<file path="src/lcd_frame_sleep_defs.vh">
/*
 * Register map, field positions, encodings and reset values for the
 * segment display frame and sleep controller.
 * Assumes it is included by bare name from each design file that uses its macros.
 */
`ifndef LCD_FRAME_SLEEP_DEFS_VH
`define LCD_FRAME_SLEEP_DEFS_VH

// register offsets on the plain register port
`define ADDR_MAIN_CONTROL   6'h00
`define ADDR_PHASE_PRESCALE 6'h01
`define ADDR_PIXEL_BASE     6'h20
`define PIXEL_REG_COUNT     24
`define PIXEL_LAST_INDEX    5'h17

// display_main_control fields
`define CTL_ENABLE          7
`define CTL_SLEEP_HALT      6
`define CTL_WRITE_ERROR     5
`define CTL_SRC_HI          3
`define CTL_SRC_LO          2
`define CTL_MUX_HI          1
`define CTL_MUX_LO          0
`define CTL_RESET           8'h00
`define CTL_WRITE_MASK      8'hcf

// phase_prescale_reg fields
`define PS_WAVE_TYPE_B      7
`define PS_BIAS_MODE        6
`define PS_ACTIVE           5
`define PS_WRITE_ALLOWED    4
`define PS_PRESCALE_HI      3
`define PS_PRESCALE_LO      0
`define PS_RESET            8'h00

// timing source encodings
`define SRC_SYS_DIV         2'h0
`define SRC_LP_CRYSTAL      2'h1
`define SRC_LF_INTERNAL     2'h2

// common count encodings
`define MUX_STATIC          2'h0

`define SEGMENT_COUNT       46

`endif

</file>
<file path="src/phase_timer.v">
/*
 * Phase slot timer: divides the selected timing-source tick by the
 * prescale value plus one and emits one pulse per drive slot.
 * Assumes source ticks are one-cycle pulses synchronous to clk.
 */
`timescale 1ns/10ps
`default_nettype none

module phase_timer
(
    // clock and reset
    input  wire       clk,
    input  wire       rst_n,
    // control
    input  wire       run,
    input  wire       src_tick,
    input  wire [3:0] prescale,
    // slot pulse
    output wire       slot_pulse
);

    reg  [3:0] count;
    wire       at_end;

    assign at_end     = (count == prescale);
    assign slot_pulse = run & src_tick & at_end;

    always @(posedge clk)
    begin
        if (!rst_n || !run)
            count <= 4'h0;
        else if (src_tick)
            count <= at_end ? 4'h0 : count + 4'h1;
    end

endmodule

`default_nettype wire

</file>
<file path="src/pixel_store.v">
/*
 * Pixel data store: 24 byte registers, one write port, one read port,
 * and the segment row for the common being driven.
 * Assumes the caller has already decided whether a write is allowed.
 */
`timescale 1ns/10ps
`default_nettype none

`include "lcd_frame_sleep_defs.vh"

module pixel_store
(
    // clock and reset
    input  wire        clk,
    input  wire        rst_n,
    // register access
    input  wire        wr_en,
    input  wire [4:0]  wr_index,
    input  wire [7:0]  wr_data,
    input  wire [4:0]  rd_index,
    output wire [7:0]  rd_data,
    // row fetch
    input  wire [1:0]  com_index,
    output wire [45:0] row
);

    reg [7:0] pixel [0:`PIXEL_REG_COUNT-1];
    integer   i;

    always @(posedge clk)
    begin
        if (!rst_n)
        begin
            for (i = 0; i < `PIXEL_REG_COUNT; i = i + 1)
                pixel[i] <= 8'h00;
        end
        else if (wr_en && wr_index <= `PIXEL_LAST_INDEX)
            pixel[wr_index] <= wr_data;
    end

    assign rd_data = (rd_index <= `PIXEL_LAST_INDEX) ? pixel[rd_index] : 8'h00;

    // low 24 segments live in bytes 3c..3c+2, upper 22 in bytes 12+3c..
    genvar s;
    generate
        for (s = 0; s < `SEGMENT_COUNT; s = s + 1)
        begin : g_seg
            if (s < 24)
            begin : g_lo
                localparam integer BYTE_OFS = s / 8;
                localparam integer BIT_POS  = s % 8;
                wire [4:0] idx = {3'h0, com_index} * 5'd3 + BYTE_OFS[4:0];
                assign row[s] = pixel[idx][BIT_POS];
            end
            else
            begin : g_hi
                localparam integer BYTE_OFS = (s - 24) / 8;
                localparam integer BIT_POS  = (s - 24) % 8;
                wire [4:0] idx = 5'd12 + {3'h0, com_index} * 5'd3 + BYTE_OFS[4:0];
                assign row[s] = pixel[idx][BIT_POS];
            end
        end
    endgenerate

endmodule

`default_nettype wire

</file>
<file path="src/lcd_frame_sleep_control.v">
/*
 * Segment display frame, write-window and sleep/shutdown control.
 * Registers sit on a plain port with read data one cycle after the
 * read strobe. Timing-source ticks and the sleep level come from the
 * surrounding chip and are synchronous to clk.
 */
// Implementation choices: the strobed register port and the register addresses.
`timescale 1ns/10ps
`default_nettype none

`include "lcd_frame_sleep_defs.vh"

// How it works
// a frame starts when the first common line begins its drive slot
// frame interrupt fires once the last common row is fetched, one slot early
// firmware finishes pixel writes inside the window after the interrupt
// with type B non-static, firmware keeps pixels steady across a frame pair
// type B interrupt only after a full two-frame phase pair
// pixel write outside the window sets the write error flag and is dropped
// no frame interrupt for type A or for type B static drive
// sleep halt enable set stops the display in sleep; clear lets it run unless the source is the system divided clock
// sleep with halt enable: stop at once, all lines to ground
// enable cleared: finish frame, drop active flag, pulse interrupt
// firmware clears enable and waits for active low before sleeping
// sleep on system divided source without halt: freeze last pattern
// sleep on low-frequency source without halt: keep running, refuse writes
// in sleep with interrupts enabled and type B non-static drive, wake at the next frame boundary
// display runs in sleep only with halt clear and a low-frequency source
// once shutdown completes, pins go back to port use
// firmware configures prescale, pins, control, pixels, interrupt, bias, enable
// firmware disables by writing zero to the whole main control register
// common select: 0 static, 1 two, 2 three, 3 four commons
// display interrupt pulses when the active flag falls
// type A flips phase inside each common, type B at each frame boundary
// write allowed status reads high only inside the permitted window
module lcd_frame_sleep_control
(
    // clock and reset
    input  wire        clk,
    input  wire        rst_n,
    // register port
    input  wire [5:0]  reg_addr,
    input  wire [7:0]  reg_wdata,
    input  wire        reg_wr,
    input  wire        reg_rd,
    output reg  [7:0]  reg_rdata,
    // timing source ticks and core state
    input  wire        sys_div_tick,
    input  wire        lp_crystal_tick,
    input  wire        lf_internal_tick,
    input  wire        sleep_active,
    input  wire        display_irq_enable,
    // events to the core
    output reg         display_irq_pulse,
    output reg         wake_request,
    // glass drive
    output reg  [3:0]  com_level,
    output reg  [45:0] seg_level,
    output reg         drive_phase,
    output reg         drive_ground,
    output reg         pins_display
);

    localparam ST_OFF   = 3'b001;
    localparam ST_RUN   = 3'b010;
    localparam ST_DRAIN = 3'b100;

    reg  [2:0]  state;
    reg  [2:0]  next_state;
    reg  [7:0]  main_control;
    reg  [7:0]  prescale_reg;
    reg         active;
    reg  [1:0]  com_index;
    reg         half_slot;
    reg         odd_frame;
    reg         window_open;

    wire        enable_bit  = main_control[`CTL_ENABLE];
    wire        sleep_halt  = main_control[`CTL_SLEEP_HALT];
    wire [1:0]  source_sel  = main_control[`CTL_SRC_HI:`CTL_SRC_LO];
    wire [1:0]  common_sel  = main_control[`CTL_MUX_HI:`CTL_MUX_LO];
    wire        type_b      = prescale_reg[`PS_WAVE_TYPE_B];
    wire [3:0]  prescale    = prescale_reg[`PS_PRESCALE_HI:`PS_PRESCALE_LO];

    wire        src_tick;
    wire        slot_pulse;
    wire        sleep_ground;
    wire        sleep_frozen;
    wire        running;
    wire        step;
    wire        last_slot;
    wire        last_com;
    wire        frame_wrap;
    wire        irq_mode;
    wire        frame_irq;
    wire        write_ok;
    wire        pixel_hit;
    wire        pixel_wr;
    wire        pixel_err;
    wire [4:0]  pixel_index;
    wire [7:0]  pixel_rdata;
    wire [45:0] row;

    assign src_tick = (source_sel == `SRC_SYS_DIV)    ? sys_div_tick :
                      (source_sel == `SRC_LP_CRYSTAL) ? lp_crystal_tick :
                                                        lf_internal_tick;

    // only halt clear plus a low-frequency source keeps running in sleep
    // freezing on the divided system clock leaves a dc pattern on the glass;
    // firmware must shut down first, the logic cannot prevent it
    assign sleep_ground = sleep_active & sleep_halt;
    assign sleep_frozen = sleep_active & ~sleep_halt
                        & (source_sel == `SRC_SYS_DIV);
    assign running      = (state != ST_OFF) & ~sleep_ground & ~sleep_frozen;

    phase_timer u_phase_timer
    (
        .clk        (clk),
        .rst_n      (rst_n),
        .run        (running),
        .src_tick   (src_tick),
        .prescale   (prescale),
        .slot_pulse (slot_pulse)
    );

    // type A spends two half slots per common, type B one
    assign step       = slot_pulse;
    assign last_slot  = type_b | half_slot;
    assign last_com   = (com_index == common_sel);
    assign frame_wrap = step & last_slot & last_com;

    // interrupt when the step lands on the last common: its row is the
    // final fetch of the frame, so the lead time is one common slot
    assign irq_mode  = type_b & (common_sel != `MUX_STATIC);
    assign frame_irq = irq_mode & (state == ST_RUN) & step & last_slot
                     & (com_index + 2'h1 == common_sel)
                     & odd_frame;

    // writes are free unless the pair discipline applies; sleep locks them
    assign write_ok    = (~irq_mode | window_open) & ~sleep_active;
    // unmapped pixel addresses are neither stored nor flagged
    assign pixel_hit   = reg_wr & (reg_addr >= `ADDR_PIXEL_BASE)
                       & (pixel_index <= `PIXEL_LAST_INDEX);
    assign pixel_index = reg_addr[4:0];
    assign pixel_wr    = pixel_hit & write_ok;
    assign pixel_err   = pixel_hit & ~write_ok;

    pixel_store u_pixel_store
    (
        .clk       (clk),
        .rst_n     (rst_n),
        .wr_en     (pixel_wr),
        .wr_index  (pixel_index),
        .wr_data   (reg_wdata),
        .rd_index  (pixel_index),
        .rd_data   (pixel_rdata),
        .com_index (com_index),
        .row       (row)
    );

    // a cleared enable only takes effect at the next frame wrap
    always @*
    begin
        next_state = state;
        case (state)
            ST_OFF:
            begin
                if (enable_bit)
                    next_state = ST_RUN;
            end
            ST_RUN:
            begin
                if (!enable_bit)
                    next_state = ST_DRAIN;
            end
            ST_DRAIN:
            begin
                if (frame_wrap)
                    next_state = ST_OFF;
            end
            default:
                next_state = ST_OFF;
        endcase
    end

    always @(posedge clk)
    begin
        if (!rst_n)
        begin
            state        <= ST_OFF;
            active       <= 1'b0;
            main_control <= `CTL_RESET;
            prescale_reg <= `PS_RESET;
        end
        else
        begin
            state  <= next_state;
            active <= (next_state != ST_OFF);
            // write error is sticky: a zero clears it, a one keeps it
            if (reg_wr && reg_addr == `ADDR_MAIN_CONTROL)
                main_control <= (reg_wdata & `CTL_WRITE_MASK)
                              | {2'h0, (reg_wdata[`CTL_WRITE_ERROR] & main_control[`CTL_WRITE_ERROR])
                                       | pixel_err, 5'h00};
            else if (pixel_err)
                main_control[`CTL_WRITE_ERROR] <= 1'b1;
            // active and write-allowed bits are live status, never stored
            if (reg_wr && reg_addr == `ADDR_PHASE_PRESCALE)
                prescale_reg <= {reg_wdata[7:6], 2'h0, reg_wdata[3:0]};
        end
    end

    // slot counters; cleared while off so every frame opens on common 0
    always @(posedge clk)
    begin
        if (!rst_n || state == ST_OFF)
        begin
            com_index   <= 2'h0;
            half_slot   <= 1'b0;
            odd_frame   <= 1'b0;
            window_open <= 1'b0;
        end
        else
        begin
            if (step)
            begin
                half_slot <= ~last_slot;
                if (last_slot)
                    com_index <= last_com ? 2'h0 : com_index + 2'h1;
            end
            if (frame_wrap)
                odd_frame <= ~odd_frame;
            if (frame_irq)
                window_open <= 1'b1;
            else if (frame_wrap)
                window_open <= 1'b0;
        end
    end

    // glass drive; left untouched while frozen, grounded on halt sleep
    always @(posedge clk)
    begin
        if (!rst_n || state == ST_OFF)
        begin
            com_level    <= 4'h0;
            seg_level    <= 46'h0;
            drive_phase  <= 1'b0;
            drive_ground <= 1'b0;
            pins_display <= 1'b0;
        end
        else if (sleep_ground)
        begin
            com_level    <= 4'h0;
            seg_level    <= 46'h0;
            drive_phase  <= 1'b0;
            drive_ground <= 1'b1;
            pins_display <= 1'b1;
        end
        else if (!sleep_frozen)
        begin
            com_level    <= 4'h1 << com_index;
            seg_level    <= row;
            drive_phase  <= type_b ? odd_frame : half_slot;
            drive_ground <= 1'b0;
            pins_display <= 1'b1;
        end
    end

    always @(posedge clk)
    begin
        if (!rst_n)
        begin
            display_irq_pulse <= 1'b0;
            wake_request      <= 1'b0;
        end
        else
        begin
            // shutdown pulse leaves with the drain state, as active falls
            display_irq_pulse <= frame_irq | (active & next_state == ST_OFF);
            wake_request      <= sleep_active & display_irq_enable
                               & irq_mode & frame_wrap;
        end
    end

    always @(posedge clk)
    begin
        if (!rst_n)
            reg_rdata <= 8'h00;
        // read data stand for one cycle only, zero otherwise
        else if (reg_rd)
        begin
            if (reg_addr == `ADDR_MAIN_CONTROL)
                reg_rdata <= main_control;
            else if (reg_addr == `ADDR_PHASE_PRESCALE)
                reg_rdata <= {prescale_reg[7:6], active, write_ok, prescale_reg[3:0]};
            else if (reg_addr >= `ADDR_PIXEL_BASE)
                reg_rdata <= pixel_rdata;
            else
                reg_rdata <= 8'h00;
        end
        else
            reg_rdata <= 8'h00;
    end

endmodule

`default_nettype wire

</file>
<file path="config.mk">
export PLATFORM = sky130hd
export DESIGN_NAME = lcd_frame_sleep_control
export DESIGN_NICKNAME = d
export VERILOG_FILES = /design/src/phase_timer.v /design/src/pixel_store.v /design/src/lcd_frame_sleep_control.v
export VERILOG_INCLUDE_DIRS = /design/src
export SDC_FILE = /design/constraint.sdc
export NUM_CORES = 1
export LEC_CHECK = 0
export BUFFER_PORTS_ARGS = -buffer_cell sky130_fd_sc_hd__buf_2
export CAP_MARGIN = 20
export CORE_UTILIZATION = 30
export CTS_BUF_LIST = sky130_fd_sc_hd__clkbuf_8
export DETAILED_ROUTE_END_ITERATION = 8
export SETUP_SLACK_MARGIN = 0.15
export SLEW_MARGIN = 10
export SYNTH_ARGS = -nofsm -noshare
export SYNTH_HDL_FRONTEND = slang
export SYNTH_SLANG_ARGS = --single-unit
</file>
<file path="constraint.sdc">
create_clock -name clk -period 5.1 [get_ports clk]
set_input_delay 0.51 -clock clk [delete_from_list [all_inputs] [get_ports clk]]
set_output_delay 0.51 -clock clk [all_outputs]
set_load 0.01 [all_outputs]
</file>
---- Word-level counts from Yosys, hierarchy flattened ----
Memory sizes are Yosys's and may differ from the RTL's. A register that Yosys moved wholly into a read port is not among the register bits.
Index checks and enable logic that the tools add are counted.
storage, ports and cells
  register bits ........................... 44
  memory bits (writable) .................. 192
  input bits .............................. 23
  logic and storage cells ................. 129
  memories ................................ 1
operators by class
  add/sub/neg operators ................... 7
  $mul .................................... 1
  order comparisons ....................... 2
  equality and inequality tests ........... 12
  shifts and indexed selects .............. 1
  multiplexer cells ....................... 28
  bitwise logic cells ..................... 38
  reduce and logical (&&, ||, !) cells .... 22
memory list
  memory               depth  bits a word  rd ports  clocked after Yosys merged registers in  wr ports  line              source
  u_pixel_store.pixel  24     8            7         6                                        24        pixel_store.v:27  reg [7:0] pixel [0:`PIXEL_REG_COUNT-1];
operators with widths
  cell                                                              number
  8-bit 2-to-1 mux                                                  5
  1-bit bitwise AND                                                 25
  1-bit 2-to-1 mux                                                  16
  3-bit 2-to-1 mux                                                  3
  3-bit one-hot mux with 3 select lines                             1
  1-bit logical NOT                                                 8
  1-bit inverter                                                    8
  8-bit by 6-bit OR with 8-bit output                               1
  8-bit OR reduction                                                1
  3-bit by 1-bit == test with 1-bit output (second input constant)  2
  6-bit by 1-bit == test with 1-bit output (second input constant)  1
  6-bit greater-or-equal comparator (second input constant)         1
  6-bit logical NOT                                                 1
  3-bit by 1-bit != test with 1-bit output (second input constant)  2
  2-bit nonzero test                                                3
  4-bit by 1-bit adder with 5-bit output (second input constant)    1
  4-bit by 2-bit adder with 5-bit output (second input constant)    1
  4-bit by 4-bit adder with 5-bit output (first input constant)     1
  5-bit by 1-bit adder with 5-bit output (second input constant)    1
  5-bit by 2-bit adder with 5-bit output (second input constant)    1
  5-bit <= comparator (second input constant)                       1
  5-bit 2-to-1 mux                                                  1
  4-bit by 1-bit adder with 4-bit output (second input constant)    1
  2-bit == test                                                     2
  16 further kinds                                                  23

---- Longest topological paths before layout ----
  depth after elaboration ................. 14
  gate-level depth with buffers ........... 16
  mapped depth without buffers ............ 9

---- Cells and area by module ----
From an unflattened synthesis, not the netlist that was laid out.
unflattened totals
  cell total of the unflattened synthesis .. 1850
  area, all modules ....................... 22193.8 um^2
by module, submodules not included
  module                   times used  cells each  area an instance (um^2)
  pixel_store              1           1429        18672.9
  lcd_frame_sleep_control  1           396         3275.6
  phase_timer              1           25          245.2

---- Worst setup path after synthesis ----
Ideal clock, no wire load.
  path kind ............................... reg-to-reg
  from .................................... register com_index[0]
  to ...................................... register seg_level[22] (read register of u_pixel_store.pixel)
  setup time .............................. 0.128 ns
  arrival ................................. 3.971 ns
  required time ........................... 4.972 ns
  path slack .............................. 1.002 ns
  cell stages (with the launch flop) ...... 17
  buffers on the path ..................... 8
  clock period less this slack ............ 4.098 ns
  cell sequence ........................... dfxtp_1 -> clkbuf_1 -> inv_1 -> buf_2 -> buf_2 -> buf_1 -> ha_1 -> clkinv_1 -> clkbuf_1 -> ha_1 -> buf_2 -> clkbuf_1 -> buf_1 -> mux2i_1 -> o22ai_1 -> o22ai_1 -> nor2_1
on the way
  cells in the longest elaborated chain, start to end .. 2
RTL lines
  element                                      line                           source
  start, declared                              lcd_frame_sleep_control.v:73   reg [1:0] com_index;
  start signal, assigned                       lcd_frame_sleep_control.v:228  com_index <= last_com ? 2'h0 : com_index + 2'h1;
  2-bit by 2-bit multiplier with 4-bit output  pixel_store.v:52               wire [4:0] idx = {3'h0, com_index} * 5'd3 + BYTE_OFS[4:0];
  4-bit by 2-bit adder with 5-bit output       pixel_store.v:52
  end, declared                                lcd_frame_sleep_control.v:58   output reg [45:0] seg_level,
Every way passes these cells.
A chain may end at the register's enable or synchronous reset.

---- Final worst setup path ----
  from .................................... register com_index[0]
  to ...................................... register seg_level[7] (read register of u_pixel_store.pixel)
on the way
  cells in the longest elaborated chain, start to end .. 1
RTL lines
  element                                      line
  2-bit by 2-bit multiplier with 4-bit output  pixel_store.v:52
Every way passes these cells.

==> impl_metrics.tcl <==
set metrics [dict create \
    ys.warnings.count 0 \
    synth_top_area_share 0.3549 \
    syn_avg_cell_area_um2 12.54 \
    postRouteAntennaNets 0 \
    die_area_um2 73290 \
    overflow 0 \
    grt_max_degree 143 \
    regMostFlops "u_pixel_store.pixel" \
    crit_top_cell "buf_4" \
    ys_seq_area_frac 0.4371 \
    rsz0062_at_grt "false" \
    firstDrtPassIters 6 \
    holdPathStages 3 \
    row_count 98 \
    path_clk_slew_ns 0.06 \
    wl_mm 82.27 \
    tritoncts "yes" \
    core_um2 71490 \
    startpoint_type "flop" \
    crit_type "reg2reg" \
    final_util 0.3427 \
    drc_errors 0 \
    async_flop_share 0 \
    final_common_cell "edfxtp_1" \
    setup-tns-final_ns 0 \
    yosys-top-cells-area "edfxtp_1, mux4_2, dfxtp_1" \
    p_clk_frac 0.396 \
    maxSlewViolCount 0 \
    grtUsageTotal 0.2224 \
    finalPower_mw 6.524 \
    finalHoldViolCount 0 \
    power_density_nw_per_um2 266.3 \
    cts_resized 0 \
    clock.fmax_mhz 255.3 \
    final_nets 1876 \
    top_regs "u_pixel_store.pixel: 256 flops, seg_level: 46 flops, reg_rdata: 8 flops" \
    cts.sinks 345 \
    first_iter_violations 2360 \
    synth_cell_types 69 \
    path_cells "clkinv_1 -> buf_4 -> ha_4 -> buf_12 -> mux4_2 -> and2_1 -> a2111oi_0 -> buf_4 -> nor4_1" \
    seq_power_share 0.513 \
    post_drt_wl_per_cell_um 28.96 \
    dp_hpwl_mm 61.29 \
    leakagePower_nw 8.226 \
    final_cell_mix "edfxtp_1, mux4_2, and2_1, nand2_1, buf_2" \
    syn_area_um2 21660 \
    die_x_um 270.7 \
    crit_slowest_cell "ha_4" \
    netSwitchingFraction 0.2673 \
    cts_buffer_depth 3 \
    ys_ff_latch 345 \
    n_antenna_cell 0 \
    drive_above_1_share 0.2713 \
    grt_pass1_wl_mm 118.4 \
    endpoint_kind "flop" \
    worst_pin_slew_ns 1.063 \
    maxCapViolCount 0 \
    status "finished, final reports clean" \
    pre_cts_slack_ns 1.317 \
    hold_class "in2reg" \
    p_int_mw 4.780 \
    gp_congestion 0.9547 \
    critPathArrivalTime_ns 4.45 \
    largest_reg_flops 256 \
    grt_pass1_vias 16080 \
    ir_drop_v 0.0001730 \
    fin_ws_ns 1.183 \
    cts_setup_buffers 0 \
    fin_crit_ns 3.917 \
    antenna_found_initial 1 \
    root_buffer "clkbuf_8" \
    synth_cells 1728 \
    synth_edf_count 256 \
    slew_headroom 0.2856 \
    cts_buffers 58 \
    io_pins 86 \
    p_sw_mw 1.744 \
    floorplan.initialDensity 0.3030 \
    r2r_cells 9 \
    synth_area_leader_cell "edfxtp_1" \
    setup_viol 0 \
    synth-main-ff-cell "edfxtp_1" \
    cp_max_fo 87 \
    die_y_um 270.7 \
    via_count 16860 \
    areaGrowthSynthToFinish_pct 13.07 \
    max_stage_delay_ns 0.77 \
    holdBufCountCts 0 \
    io_buffer_count 85 \
    vias_per_cell 5.935 \
    h-tree-depth 2 \
    clk_latency_ns 0.71 \
    final.setup_skew_ns 0.06138 \
    period_share 0.7681 \
    comb_power_share 0.091 \
    worstPathRequired_ns 5.64 \
]
## final cells by class
| type | instances | area (um^2) |
|---|---|---|
| fill | 7039 | 46990 |
| multi-input combinational | 1282 | 11720 |
| inverter | 13 | 48.80 |
| timing repair buffer | 142 | 862.1 |
| sequential | 345 | 9473 |
| tap | 950 | 1189 |
| clock inverter | 41 | 265.3 |
| clock buffer | 68 | 935.9 |
## metrics by stage
step	instances	instance area (um^2)	hold WS, ns
6_report	2841	24490	0.1184
5_1_grt	2841	24490	0.1205
4_1_cts	2835	24460	0.07779
3_5_place_dp	2726	23260	0.4457
3_3_place_gp	2725	23260	0.4354
2_1_floorplan	1791	21900	0.4319
## power groups by stage
stage	Sequential, mW	Clock [mW]	Combinational (mW)
global route	3.35	2.74	0.622
global placement	3.38	0	0.582
CTS	3.33	2.64	0.586
finish	3.34	2.58	0.597
detailed placement	3.39	0	0.583
floorplan	3.28	0	0.381
## critical path: cells and delay by family, from the launching register on
family | cells | cell delay, ns
compound gates | 1 | 0.52
fa+ha+maj | 1 | 0.77
buf+inv | 4 | 0.97
flops | 1 | 0.52
mux | 1 | 0.50
simple gates | 2 | 0.28
## cell usage after synthesis (16+ instances only)
cell      instances
a211oi_1         16
a21oi_1          70
a22oi_1          33
a31oi_1          23
and2_1          207
buf_2            47
buf_4            16
clkbuf_1         74
dfxtp_1          89
edfxtp_1        256
mux2i_1          63
mux4_2          243
nand2_1         166
nand3_1          48
nor2_1           73
nor3_1           19
o21ai_0          64
## worst paths after layout
check                            start  slack (ns)                   endpoint
max          com_index[0]$_SDFFE_PP0P_        1.18  seg_level[7]$_SDFFE_PP0N_
min                 display_irq_enable        0.12    wake_request$_SDFF_PN0_
max reg2reg  com_index[0]$_SDFFE_PP0P_        1.18  seg_level[7]$_SDFFE_PP0N_
min reg2reg  com_level[2]$_SDFFE_PP0N_        0.45  com_level[2]$_SDFFE_PP0N_
## cell families after synthesis
| kind of cell | synth area share |
|---|---|
| compound gates | 0.09235 |
| xor+xnor | 0.004852 |
| fa+ha+maj | 0.006353 |
| buf+inv | 0.03396 |
| flops | 0.4371 |
| mux | 0.2885 |
| other cells | 0.0001731 |
| simple gates | 0.1367 |
## routing by layer
layer	GRT usage	wire length, um
met5	0	0
met1	0.2927	31970
met2	0.3476	37670
met3	0.04695	8271
met4	0.1084	4356
Power figures use the tool's default switching activity.
